==> config.mk <==
export PLATFORM = sky130hd
export DESIGN_NAME = pse_port_mode_sequencer
export DESIGN_NICKNAME = d
export VERILOG_FILES = /design/src/design/port_sequencer.v /design/src/design/pse_port_mode_sequencer.v
export VERILOG_INCLUDE_DIRS = /design/src /design/src/design
export SDC_FILE = /design/constraint.sdc
export NUM_CORES = 2
export LEC_CHECK = 0
export BUFFER_PORTS_ARGS = -buffer_cell sky130_fd_sc_hd__clkbuf_2
export CORE_MARGIN = 2
export CORE_UTILIZATION = 40
export DETAILED_ROUTE_END_ITERATION = 8
export GPL_TIMING_DRIVEN = 0
export SYNTH_ARGS = -nofsm -noshare
export SYNTH_HDL_FRONTEND = slang
export SYNTH_HIERARCHICAL = 1
export SYNTH_SLANG_ARGS = --single-unit
export TNS_END_PERCENT = 100
==> constraint.sdc <==
create_clock -name clk -period 10.8 [get_ports clk]
set_input_delay 0 -clock clk [delete_from_list [all_inputs] [get_ports clk]]
set_output_delay 0 -clock clk [all_outputs]
set_load 0.02 [all_outputs]
==> src/design/pse_seq_map.vh <==
`ifndef PSE_SEQ_MAP_VH
`define PSE_SEQ_MAP_VH

// Register byte offsets on the plain register port.
`define A_MODE 8'h00
`define A_ALLOC 8'h04
`define A_CMD 8'h08
`define A_RESULT 8'h0C
`define A_CLASS 8'h10
`define A_IRQ_STAT 8'h14
`define A_IRQ_MASK 8'h18
`define A_CTRL 8'h1C

// Per-port mode codes, two bits per port in the mode register.
`define MODE_OFF 2'h0
`define MODE_MANUAL 2'h1
`define MODE_SEMI 2'h2
`define MODE_AUTO 2'h3

// Command register fields.
`define CMD_PE_LSB 0
`define CMD_DET_LSB 8
`define CMD_CLS_LSB 16

// Interrupt status fields.
`define IRQ_FAULT_LSB 0
`define IRQ_DISC_LSB 8
`define IRQ_START_LSB 16
`define IRQ_WDT_BIT 24
`define IRQ_W 25

// Reset values.
`define MODE_RST 16'h0000
`define ALLOC_RST 16'hFFFF
`define MASK_RST 25'h0000000
`define CTRL_RST 1'h1

// Timing.
`define CLK_KHZ 25000
`define CLK_NS 40
`define FINGER_MS 100
`define FINGER_CYC (`FINGER_MS * `CLK_KHZ)
`define WDT_MS 2200
`define WDT_CYC (`WDT_MS * `CLK_KHZ)
`define SPIKE_NS 50
`define SPIKE_CYC ((`SPIKE_NS + `CLK_NS - 1) / `CLK_NS)

`endif

==> src/design/port_sequencer.v <==
`timescale 1ns/10ps
`default_nettype none
`include "pse_seq_map.vh"

module port_sequencer #(
  parameter integer FINGER_CYC = `FINGER_CYC,
  parameter integer CW = 22
) (
  // Clock and reset
  input wire clk,
  input wire rst,
  // Configuration and host commands
  input wire [1:0] mode,
  input wire [1:0] alloc,
  input wire pe_cmd,
  input wire det_cmd,
  input wire cls_cmd,
  // Measurement results, already synchronised
  input wire det_done,
  input wire det_ok,
  input wire cls_done,
  input wire cls_ok,
  input wire [1:0] cls_lvl,
  input wire fault,
  input wire mps_lost,
  // Port drive
  output reg det_en,
  output reg cls_en,
  output reg pwr_on,
  output reg vreset,
  // Results and events
  output reg det_ok_reg,
  output reg cls_ok_reg,
  output reg [1:0] cls_lvl_reg,
  output reg fault_ev,
  output reg disc_ev,
  output reg start_ev
);

  localparam [2:0] S_IDLE = 3'h0;
  localparam [2:0] S_DET = 3'h1;
  localparam [2:0] S_CLS = 3'h2;
  localparam [2:0] S_WAIT = 3'h3;
  localparam [2:0] S_PWR = 3'h4;

  reg [2:0] state_reg;
  reg [1:0] mode_q_reg;
  reg [CW-1:0] finger_reg;

  wire cycling = (mode == `MODE_AUTO) || (mode == `MODE_SEMI);
  wire manual = (mode == `MODE_MANUAL);
  wire finger_over = (finger_reg >= FINGER_CYC - 1);

  always @(posedge clk or posedge rst) begin
    if (rst) begin
      state_reg <= S_IDLE;
      mode_q_reg <= `MODE_OFF;
      finger_reg <= {CW{1'b0}};
      det_en <= 1'b0;
      cls_en <= 1'b0;
      pwr_on <= 1'b0;
      vreset <= 1'b0;
      det_ok_reg <= 1'b0;
      cls_ok_reg <= 1'b0;
      cls_lvl_reg <= 2'h0;
      fault_ev <= 1'b0;
      disc_ev <= 1'b0;
      start_ev <= 1'b0;
    end else begin
      vreset <= 1'b0;
      fault_ev <= 1'b0;
      disc_ev <= 1'b0;
      start_ev <= 1'b0;
      mode_q_reg <= mode;
      if (mode != mode_q_reg) begin
        // A mode change restarts this port only; power is dropped safely.
        state_reg <= S_IDLE;
        det_en <= 1'b0;
        cls_en <= 1'b0;
        pwr_on <= 1'b0;
        if (mode == `MODE_OFF) begin
          det_ok_reg <= 1'b0;
          cls_ok_reg <= 1'b0;
          cls_lvl_reg <= 2'h0;
        end
      end else begin
        case (state_reg)
          S_IDLE: begin
            if (cycling) begin
              state_reg <= S_DET;
              det_en <= 1'b1;
            end else if (manual && pe_cmd) begin
              state_reg <= S_PWR;
              pwr_on <= 1'b1;
            end else if (manual && det_cmd) begin
              state_reg <= S_DET;
              det_en <= 1'b1;
            end else if (manual && cls_cmd) begin
              state_reg <= S_CLS;
              cls_en <= 1'b1;
              finger_reg <= {CW{1'b0}};
            end
            // Power-off mode never leaves idle.
          end
          S_DET: begin
            if (det_done) begin
              det_en <= 1'b0;
              det_ok_reg <= det_ok;
              if (cycling && det_ok) begin
                state_reg <= S_CLS;
                cls_en <= 1'b1;
                finger_reg <= {CW{1'b0}};
              end else begin
                state_reg <= S_IDLE;
              end
            end
          end
          S_CLS: begin
            if (!finger_over) begin
              finger_reg <= finger_reg + {{(CW-1){1'b0}}, 1'b1};
            end else if (cls_done) begin
              cls_en <= 1'b0;
              cls_ok_reg <= cls_ok;
              cls_lvl_reg <= cls_lvl;
              state_reg <= S_IDLE;
              if (manual) begin
                vreset <= 1'b1;
              end else if (cls_ok && mode == `MODE_SEMI) begin
                state_reg <= S_WAIT;
              end else if (cls_ok && cls_lvl <= alloc) begin
                state_reg <= S_PWR;
                pwr_on <= 1'b1;
              end else if (cls_ok) begin
                start_ev <= 1'b1;
              end
            end
          end
          S_WAIT: begin
            if (pe_cmd) begin
              state_reg <= S_PWR;
              pwr_on <= 1'b1;
            end
          end
          S_PWR: begin
            if (fault) begin
              pwr_on <= 1'b0;
              fault_ev <= 1'b1;
              state_reg <= S_IDLE;
            end else if (mps_lost) begin
              pwr_on <= 1'b0;
              disc_ev <= 1'b1;
              state_reg <= S_IDLE;
            end
          end
          default: begin
            state_reg <= S_IDLE;
          end
        endcase
      end
    end
  end

endmodule // port_sequencer

`default_nettype wire

==> src/design/pse_port_mode_sequencer.v <==
// How it works
// - Auto/semi: detect forever, classify after valid detect.
// - Auto/semi: refresh results after each measurement.
// - Auto: power on after classification within allocation.
// - Semi: power only after host power-enable command.
// - Manual: no autonomous steps, single commanded measurements.
// - Manual: power-enable powers immediately, no measurement.
// - Manual: reset port voltage after last finger.
// - Off: no power, detection, classification.
// - Entering off clears port status and enables.
// - Classification opens with 100 ms finger.
// - Fault shuts port power down.
// - Lost maintain-power signature removes port power.
// - Serial-bus watchdog trips after about 2.2 s.
// - Reject spikes up to 50 ns on serial inputs.
`timescale 1ns/10ps
`default_nettype none
`include "pse_seq_map.vh"

module pse_port_mode_sequencer #(
  parameter integer PORTS = 8,
  parameter integer FINGER_CYC = `FINGER_CYC,
  parameter integer WDT_CYC = `WDT_CYC
) (
  // Clock and reset
  input wire clk,
  input wire rst,
  // Register port
  input wire [7:0] addr,
  input wire [31:0] wr_data,
  input wire wr_en,
  input wire rd_en,
  output reg [31:0] rd_data,
  // Serial management bus pins, watched for activity
  input wire serial_clock,
  input wire serial_data_input,
  // Measurement front end, asynchronous
  input wire [PORTS-1:0] det_done,
  input wire [PORTS-1:0] det_ok,
  input wire [PORTS-1:0] cls_done,
  input wire [PORTS-1:0] cls_ok,
  input wire [2*PORTS-1:0] cls_level,
  input wire [PORTS-1:0] fault,
  input wire [PORTS-1:0] mps_lost,
  // Port drive
  output wire [PORTS-1:0] power_en,
  output wire [PORTS-1:0] det_en,
  output wire [PORTS-1:0] cls_en,
  output wire [PORTS-1:0] port_reset,
  // Interrupt
  output reg irq
);

  localparam integer AW = 8 * PORTS;
  localparam integer SPIKE = `SPIKE_CYC;

  function hit;
    input [7:0] a;
    input [7:0] target;
    begin
      hit = (a == target);
    end
  endfunction

  ////////////////////////////////////////////////////////////////////////
  // Synchronisers for the analog front end and the serial pins.

  wire [AW-1:0] ana_in = {det_done, det_ok, cls_done, cls_ok, cls_level, fault, mps_lost};
  reg [AW-1:0] ana_s1_reg;
  reg [AW-1:0] ana_s2_reg;
  reg [1:0] ser_s1_reg;
  reg [1:0] ser_s2_reg;
  reg [1:0] ser_filt_reg;
  reg [3:0] ser_cnt_reg;

  always @(posedge clk or posedge rst) begin
    if (rst) begin
      ana_s1_reg <= {AW{1'b0}};
      ana_s2_reg <= {AW{1'b0}};
      ser_s1_reg <= 2'h3;
      ser_s2_reg <= 2'h3;
    end else begin
      ana_s1_reg <= ana_in;
      ana_s2_reg <= ana_s1_reg;
      ser_s1_reg <= {serial_data_input, serial_clock};
      ser_s2_reg <= ser_s1_reg;
    end
  end

  wire [PORTS-1:0] s_det_done = ana_s2_reg[8*PORTS-1:7*PORTS];
  wire [PORTS-1:0] s_det_ok = ana_s2_reg[7*PORTS-1:6*PORTS];
  wire [PORTS-1:0] s_cls_done = ana_s2_reg[6*PORTS-1:5*PORTS];
  wire [PORTS-1:0] s_cls_ok = ana_s2_reg[5*PORTS-1:4*PORTS];
  wire [2*PORTS-1:0] s_cls_lvl = ana_s2_reg[4*PORTS-1:2*PORTS];
  wire [PORTS-1:0] s_fault = ana_s2_reg[2*PORTS-1:PORTS];
  wire [PORTS-1:0] s_mps_lost = ana_s2_reg[PORTS-1:0];

  // A new level is taken only after it has held for more samples than a
  // 50 ns spike can cover, so a glitch never reaches the activity detector.
  genvar g;
  generate
    for (g = 0; g < 2; g = g + 1) begin : spike_filt
      always @(posedge clk or posedge rst) begin
        if (rst) begin
          ser_filt_reg[g] <= 1'b1;
          ser_cnt_reg[2*g+:2] <= 2'h0;
        end else if (ser_s2_reg[g] == ser_filt_reg[g]) begin
          ser_cnt_reg[2*g+:2] <= 2'h0;
        end else if (ser_cnt_reg[2*g+:2] == SPIKE[1:0]) begin
          ser_filt_reg[g] <= ser_s2_reg[g];
          ser_cnt_reg[2*g+:2] <= 2'h0;
        end else begin
          ser_cnt_reg[2*g+:2] <= ser_cnt_reg[2*g+:2] + 2'h1;
        end
      end
    end
  endgenerate

  ////////////////////////////////////////////////////////////////////////
  // Serial-bus watchdog.

  reg [1:0] ser_prev_reg;
  reg [31:0] wdt_cnt_reg;
  reg wdt_trip_reg;
  reg ctrl_wdt_en_reg;
  wire bus_kick = (ser_filt_reg != ser_prev_reg);

  always @(posedge clk or posedge rst) begin
    if (rst) begin
      ser_prev_reg <= 2'h3;
      wdt_cnt_reg <= 32'h00000000;
      wdt_trip_reg <= 1'b0;
    end else begin
      ser_prev_reg <= ser_filt_reg;
      wdt_trip_reg <= 1'b0;
      if (bus_kick || !ctrl_wdt_en_reg) begin
        wdt_cnt_reg <= 32'h00000000;
      end else if (wdt_cnt_reg >= WDT_CYC - 1) begin
        wdt_cnt_reg <= 32'h00000000;
        wdt_trip_reg <= 1'b1;
      end else begin
        wdt_cnt_reg <= wdt_cnt_reg + 32'h00000001;
      end
    end
  end

  ////////////////////////////////////////////////////////////////////////
  // Host registers.

  reg [2*PORTS-1:0] mode_reg;
  reg [2*PORTS-1:0] mode_next;
  reg [2*PORTS-1:0] alloc_reg;
  reg [PORTS-1:0] pe_cmd_reg;
  reg [PORTS-1:0] det_cmd_reg;
  reg [PORTS-1:0] cls_cmd_reg;
  reg [`IRQ_W-1:0] irq_stat_reg;
  reg [`IRQ_W-1:0] irq_stat_next;
  reg [`IRQ_W-1:0] irq_mask_reg;
  reg [PORTS-1:0] off_entry;
  integer i;

  wire [PORTS-1:0] res_det;
  wire [PORTS-1:0] res_cls;
  wire [2*PORTS-1:0] res_lvl;
  wire [PORTS-1:0] ev_fault;
  wire [PORTS-1:0] ev_disc;
  wire [PORTS-1:0] ev_start;
  wire wr_cmd = wr_en && hit(addr, `A_CMD);

  always @* begin
    mode_next = mode_reg;
    if (wr_en && hit(addr, `A_MODE)) begin
      mode_next = wr_data[2*PORTS-1:0];
    end
    if (wdt_trip_reg) begin
      // A silent host can no longer supervise ports, so all are shut off.
      mode_next = {2*PORTS{1'b0}};
    end
    for (i = 0; i < PORTS; i = i + 1) begin
      off_entry[i] = (mode_reg[2*i+:2] != `MODE_OFF) && (mode_next[2*i+:2] == `MODE_OFF);
    end
    irq_stat_next = irq_stat_reg;
    if (wr_en && hit(addr, `A_IRQ_STAT)) begin
      irq_stat_next = irq_stat_next & ~wr_data[`IRQ_W-1:0];
    end
    irq_stat_next[`IRQ_FAULT_LSB+:PORTS] = irq_stat_next[`IRQ_FAULT_LSB+:PORTS] & ~off_entry;
    irq_stat_next[`IRQ_DISC_LSB+:PORTS] = irq_stat_next[`IRQ_DISC_LSB+:PORTS] & ~off_entry;
    irq_stat_next[`IRQ_START_LSB+:PORTS] = irq_stat_next[`IRQ_START_LSB+:PORTS] & ~off_entry;
    // Events are applied last so a set in the clearing cycle is kept.
    irq_stat_next[`IRQ_FAULT_LSB+:PORTS] = irq_stat_next[`IRQ_FAULT_LSB+:PORTS] | ev_fault;
    irq_stat_next[`IRQ_DISC_LSB+:PORTS] = irq_stat_next[`IRQ_DISC_LSB+:PORTS] | ev_disc;
    irq_stat_next[`IRQ_START_LSB+:PORTS] = irq_stat_next[`IRQ_START_LSB+:PORTS] | ev_start;
    irq_stat_next[`IRQ_WDT_BIT] = irq_stat_next[`IRQ_WDT_BIT] | wdt_trip_reg;
  end

  always @(posedge clk or posedge rst) begin
    if (rst) begin
      mode_reg <= `MODE_RST;
      alloc_reg <= `ALLOC_RST;
      pe_cmd_reg <= {PORTS{1'b0}};
      det_cmd_reg <= {PORTS{1'b0}};
      cls_cmd_reg <= {PORTS{1'b0}};
      irq_stat_reg <= {`IRQ_W{1'b0}};
      irq_mask_reg <= `MASK_RST;
      ctrl_wdt_en_reg <= `CTRL_RST;
      irq <= 1'b0;
    end else begin
      mode_reg <= mode_next;
      irq_stat_reg <= irq_stat_next;
      irq <= |(irq_stat_reg & irq_mask_reg);
      pe_cmd_reg <= wr_cmd ? wr_data[`CMD_PE_LSB+:PORTS] : {PORTS{1'b0}};
      det_cmd_reg <= wr_cmd ? wr_data[`CMD_DET_LSB+:PORTS] : {PORTS{1'b0}};
      cls_cmd_reg <= wr_cmd ? wr_data[`CMD_CLS_LSB+:PORTS] : {PORTS{1'b0}};
      if (wr_en && hit(addr, `A_ALLOC)) begin
        alloc_reg <= wr_data[2*PORTS-1:0];
      end
      if (wr_en && hit(addr, `A_IRQ_MASK)) begin
        irq_mask_reg <= wr_data[`IRQ_W-1:0];
      end
      if (wr_en && hit(addr, `A_CTRL)) begin
        ctrl_wdt_en_reg <= wr_data[0];
      end
    end
  end

  always @(posedge clk or posedge rst) begin
    if (rst) begin
      rd_data <= 32'h00000000;
    end else if (rd_en) begin
      case (addr)
        `A_MODE: rd_data <= {16'h0000, mode_reg};
        `A_ALLOC: rd_data <= {16'h0000, alloc_reg};
        `A_RESULT: rd_data <= {8'h00, power_en, res_cls, res_det};
        `A_CLASS: rd_data <= {16'h0000, res_lvl};
        `A_IRQ_STAT: rd_data <= {7'h00, irq_stat_reg};
        `A_IRQ_MASK: rd_data <= {7'h00, irq_mask_reg};
        `A_CTRL: rd_data <= {31'h00000000, ctrl_wdt_en_reg};
        default: rd_data <= 32'h00000000;
      endcase
    end else begin
      rd_data <= 32'h00000000;
    end
  end

  ////////////////////////////////////////////////////////////////////////
  // One sequencer per port.

  generate
    for (g = 0; g < PORTS; g = g + 1) begin : port
      port_sequencer #(
        .FINGER_CYC(FINGER_CYC)
      ) u_seq (
        .clk(clk),
        .rst(rst),
        .mode(mode_reg[2*g+:2]),
        .alloc(alloc_reg[2*g+:2]),
        .pe_cmd(pe_cmd_reg[g]),
        .det_cmd(det_cmd_reg[g]),
        .cls_cmd(cls_cmd_reg[g]),
        .det_done(s_det_done[g]),
        .det_ok(s_det_ok[g]),
        .cls_done(s_cls_done[g]),
        .cls_ok(s_cls_ok[g]),
        .cls_lvl(s_cls_lvl[2*g+:2]),
        .fault(s_fault[g]),
        .mps_lost(s_mps_lost[g]),
        .det_en(det_en[g]),
        .cls_en(cls_en[g]),
        .pwr_on(power_en[g]),
        .vreset(port_reset[g]),
        .det_ok_reg(res_det[g]),
        .cls_ok_reg(res_cls[g]),
        .cls_lvl_reg(res_lvl[2*g+:2]),
        .fault_ev(ev_fault[g]),
        .disc_ev(ev_disc[g]),
        .start_ev(ev_start[g])
      );
    end
  endgenerate

endmodule // pse_port_mode_sequencer

`default_nettype wire

; After elaboration in Yosys (flattened, before gate mapping)
; Cells that the tools add are included.
[op_classes]
magnitude_cmp = 17
n_addsub = 11
n_eq_ne = 276
reduce_logical = 236
mux = 696
bitwise_logic = 21
[ops]
columns = operator, count
row1 = 2-to-1 mux 22 bit, 56
row2 = one-hot mux 22 bit (3 select lines), 8
row3 = 2-to-1 mux 1 bit, 426
row4 = 2-to-1 mux 3 bit, 112
row5 = "adder 22 x 1 -> 22 bit, second input constant", 8
row6 = ">= comparator 22 bit, second input constant", 8
row7 = one-hot mux 25 bit (7 select lines), 1
row8 = "inequality test 3 x 2 -> 1 bit, second input constant", 48
row9 = AND reduction 9 bit, 16
row10 = "inequality test 3 x 1 -> 1 bit, second input constant", 40
row11 = one-hot mux 3 bit (5 select lines), 8
row12 = 2-to-1 mux 2 bit, 52
row13 = 2-to-1 mux 32 bit, 3
row14 = "inequality test 2 bit, second input constant", 48
row15 = nonzero test 2 bit, 48
row16 = AND reduction 10 bit, 8
row17 = AND reduction 4 bit, 16
row18 = logical AND 1 bit, 62
row19 = bitwise AND 25 bit, 2
row20 = "== test 3 x 2 -> 1 bit, second input constant", 16
row21 = "inequality test 3 bit, second input constant", 16
row22 = "inequality test 6 x 1 -> 1 bit, second input constant", 8
row23 = AND reduction 6 bit, 8
row24 = nonzero test 3 bit, 16
row25 = other kinds (39), 223
[word_totals]
reg_bits = 617
in_bits = 110

; Logic depth before layout (Yosys ltp)
[depth]
word_depth = 9
depth_mapped = 10
mapped_depth_nobuf = 8

; Modules after synthesis
; The synthesis kept the hierarchy.
[modules_own_cells]
columns = mod, area_per_inst_um2, cells_per_inst, seq_area_each_um2, n_inst
row1 = port_sequencer at port[0].u_seq ..., 2302.2, 258, 950.9, 5
row2 = pse_port_mode_sequencer, 11272.1, 843, 7688.6, 1
row3 = port_sequencer at port[7].u_seq, 2438.6, 273, 950.9, 1
row4 = port_sequencer at port[6].u_seq, 2327.2, 272, 950.9, 1
row5 = port_sequencer at port[3].u_seq, 2225.9, 252, 950.9, 1

; Least setup slack after synthesis
; Ideal clock, no wire load.
[synth_timing]
kind = reg2reg
from = register port[3].u_seq.finger_reg[19]
to = register port[3].u_seq.finger_reg[16]
path_stages_with_launch = 8
setup_ps = 120
slack_ps = 8533
period_less_slack_ps = 2267
required_time_ps = 10680
arrival_ps = 2147
path_cell_list = dfrtp_1 > or4_4 > o311ai_2 > o41ai_2 > buf_2 > a211oi_2 > a31oi_1 > a41o_1
[synth_via]
elab_chain_len = 3
[synth_rtl]
columns = element, line_no
row1 = start: declaration, port_sequencer.v:48  ; reg [CW-1:0] finger_reg;
row2 = start signal: assignment, port_sequencer.v:58  ; finger_reg <= {CW{1'b0}};
row3 = start signal: assignment, port_sequencer.v:101  ; finger_reg <= {CW{1'b0}};
row4 = start signal: assignment, port_sequencer.v:112  ; finger_reg <= {CW{1'b0}};
row5 = >= comparator 22 bit, port_sequencer.v:52  ; wire finger_over = (finger_reg >= FINGER_CYC - 1);
row6 = inequality test 2 bit (no line), --
row7 = AND reduction 9 bit (no line), --
; No other way between the ends.
; A chain may end at the register's enable or synchronous reset.

; Final worst setup path
[layout_timing]
from = register mode_reg[1]
to = register port[0].u_seq.finger_reg[6]
[layout_via]
elab_chain_len = 5
elab_cells_between_ends = 16
classes_between = eq/ne (9) / bitwise (1) / reduce/logical (6)
[layout_rtl]
columns = element, line_no
row1 = start: declaration, pse_port_mode_sequencer.v:150  ; reg [2*PORTS-1:0] mode_reg;
row2 = start signal: assignment, pse_port_mode_sequencer.v:198  ; mode_reg <= `MODE_RST;
row3 = start signal: assignment, pse_port_mode_sequencer.v:208  ; mode_reg <= mode_next;
row4 = == test 2 bit (no line), --
row5 = logical OR 1 bit, port_sequencer.v:50  ; wire cycling = (mode == `MODE_AUTO) || (mode == `MODE_SEMI);
row6 = logical AND 1 bit, port_sequencer.v:109  ; if (cycling && det_ok) begin
row7 = inequality test 2 x 1 -> 1 bit (no line), --
row8 = AND reduction 9 bit (no line) (*), --
row9 = end signal: assignment, port_sequencer.v:58
row10 = end signal: assignment, port_sequencer.v:112
row11 = end signal: assignment, port_sequencer.v:120  ; finger_reg <= finger_reg + {{(CW-1){1'b0}}, 1'b1};
row12 = end: declaration, port_sequencer.v:48
; Mark *: on every way between the ends. The rest lies on a longest branch, timed or not.

==> metrics.cfg <==
[yosys]
synth_warnings = 6
synthXorXnorAreaFrac_pct = 3.15
yosysTopAreaCellShare_pct = 49.2
synthesis.area_um2 = 29800
syn_inst = 2930
synth_area_per_cell_um2 = 10.2
synth_largest_area_cell = dfrtp_1
ys_ff_latch = 610
synth_edf_count = 0
synthMuxAreaShare_pct = 4.03
yosys-top-cells-count = dfrtp_1, nand2_1, nor2_1, a21oi_1, nand3_1
synth_top_family_by_area = simple AND/OR/NAND/NOR gates
async_reset_ff_share_pct = 100
synthDistinctLibCells = 98
seq_area_frac_synth_pct = 51.4
yosysMostFrequentCell = dfrtp_1
synthFlopType = dfrtp_1
yosys-top-cells-area = dfrtp_1, nand2_1, nor2_1
synth_fa_ha_area_share_pct = 1.05
yosys.area_share.simple_pct = 19.5
synth_compound_area_share_pct = 16.8

[worst_setup_path]
endpoint = port[0].u_seq/finger_reg[6]$_DFFE_PP0P_
worstPathArrival_ps = 3510
r2r-start = mode_reg[1]$_DFF_PP0_
startpoint_type = register
cpMostUsedCell = nor2_1
slowest_stage = nor2_1
ff2ff_setup_slack_ps = 7780
cp_cell_sequence = buf_2 > xor2_1 > nor2_1 > o211ai_1 > nor2_1 > buf_2 > nor2_1
cp_max_fo = 10
startpoint = mode_reg[1]$_DFF_PP0_
r2r_cells = 7
timing.rr.end = port[0].u_seq/finger_reg[6]$_DFFE_PP0P_
slowest_delay_ps = 620
crit_type = register to register
worst_ep_required_time_ps = 11290
cp-end-kind = register

[timing]
fin_tns_setup_ps = 0
rsz0062_at_grt = no
max_freq_mhz = 331
max-slew-margin-rel_pct = 8.40
fin_skew_ps = 30.3
hold_viol = 0
setup_ws_ps = 7780
period_minus_slack_ps = 3020
fin_crit_sh_pct = 28.0
worstMarginPinSlew_ps = 1360
setup_violations = 0
slew_viol_final = 0
hold_slack_ps = 27.4

[place]
place_area_um2 = 31900
io_buffers = 156
dp.cells = 4069
dp_hpwl_um = 59900
globalplace.congestion = 0.910
place_ws_ps = 7820

[grt]
grt_pass1_wl_um = 137000
antenna_found_initial = 8
grt_max_degree = 120
grt_pass1_vias = 23900
grt_overflow = 0
grt_usage_pct = 22.5

[clock_tree]
clock_sinks = 610
ctsHtreeMaxLevel = 3
cts.path.max_buffers = 3
cts_root_buf = clkbuf_16
numCtsBuffers = 70
clk_latency_ps = 630
cts_tree = built
clk_pin_slew_ps = 60
cts_resized = 0

[routing]
drt_pre_antenna_iters = 6
drt_iter0_drc = 2085
num_vias = 24200
wirelength_um = 85500
antenna_left = 0
wire_per_inst_um = 19.8
drcViolationCount = 0
viasPerCell = 5.61

[layout]
largest_register_ffs = 176
drive_gt1_share_pct = 16.6
syn2layout_area_growth_pct = 18.7
final_cell_area_um2 = 35400
nNetsFinal = 3422
fin_cells = 4314

[die]
core_area_um2 = 74100
die_height_um = 277
die-area_um2 = 76600
start_util_pct = 40.2
dieWidth_um = 277
io_pins = 175
num_rows = 100

[run]
cap_viol_max_count = 0

[run_status]
outcome = complete, no violations

[pwr]
p_leak_uw = 0.0152
ir_worst_vdd_v = 0.000102
p_per_area_nw_per_um2 = 188

[worst_hold_path]
min_path_type = input pin to register

## report_power, final
part | switching, µW | internal (µW)
clock network | 993 | 1410
registers | 208 | 2490
logic | 1010 | 525
total | 2210 | 4420
## cell families (layout without fill, tap and decap cells)
family,after synthesis,in the layout
and+or+nand+nor,1108,1108
AOI/OAI and AO/OA,705,705
DFF,610,610
buffers and inverters,265,665
muxes,109,109
xor gates and xnor gates,107,107
adders and majority gates,25,25
other,1,16
## how the worst min path moves through the flow
stage / slack, ps / endpoint / cells past startpoint / from
2_1_floorplan: 4 / ser_s1_reg[0]$_DFF_PP1_ / 0 / serial_clock
3_3_place_gp: 90 / ser_s1_reg[0]$_DFF_PP1_ / 1 / serial_clock
3_5_place_dp: 90 / ser_s1_reg[1]$_DFF_PP1_ / 1 / serial_data_input
4_1_cts: 0.5 / ana_s1_reg[43]$_DFF_PP0_ / 2 / cls_done[3]
5_1_grt: 20 / ana_s1_reg[2]$_DFF_PP0_ / 2 / mps_lost[2]
6_report: 30 / ana_s1_reg[53]$_DFF_PP0_ / 2 / det_ok[5]
## layout make-up
class,instances,area (µm²)
inverter,116,443
clock inverter,32,364
sequential,610,15300
antenna,3,7.51
fill,6997,38700
timing repair buffer,273,1990
buffer,149,757
tap,969,1210
clock buffer,95,1960
multi-input combinational,2067,13300
## layer usage
layer / up-vias / track usage (%) / part of all wire (%)
li1: 11400 / - / -
met1: 11900 / 31.9 / 46
met2: 720 / 34.1 / 44
met3: 158 / 4.47 / 6.4
met4: 12 / 8.38 / 3.4
met5: - / 0 / 0.095
## worst max-delay path: cells and delay by family (launching register included)
kind / cells / cell delay [ps]
flops: 1 / 440
buf+inv: 2 / 610
xor+xnor: 1 / 170
compound gates: 1 / 490
simple gates: 3 / 1160
## cell usage in the layout, fill, tap and decap left out, types with 19 or more instances in the layout
cell type	synthesis	routed
nand3_1	120	120
nor2b_1	29	29
ha_1	25	25
o21a_1	21	21
dfrtp_1	585	585
and2_1	36	36
nor4b_1	26	26
clkbuf_2	1	157
xor2_1	23	23
nor4_1	30	30
xnor2_1	84	84
a211oi_1	64	64
nand2b_1	33	33
clkbuf_16	0	71
o21ai_0	106	106
a31o_2	27	27
and3_1	69	69
a31oi_1	24	24
buf_2	55	55
o211ai_1	22	22
dfstp_2	25	25
a21oi_1	160	160
a21o_1	19	19
o21ai_1	33	33
nand2_1	259	259
nor3_1	63	63
mux2i_1	35	35
nor2_1	225	225
inv_1	111	102
a31o_1	22	22
dlygate4sd3_1	0	115
nand4_1	55	55
o31ai_1	26	26
a22oi_1	21	21
clkbuf_1	67	82
or3_1	65	65
mux2_2	72	72
## per-stage QoR
step	util, %	power (µW)
global route	47.7	6990
floorplan	-	3730
finish	47.7	6640
global placement	42.9	4220
detailed placement	43.0	4230
CTS	47.7	6690
## timing repair
item                                   in CTS  in global routing
endpoints found under the hold margin     282                  0
buffers inserted                            0                  0
hold buffers                              115                  0
setup endpoints to repair                   0                  0
No activity file was read; power rests on OpenSTA's default activity.
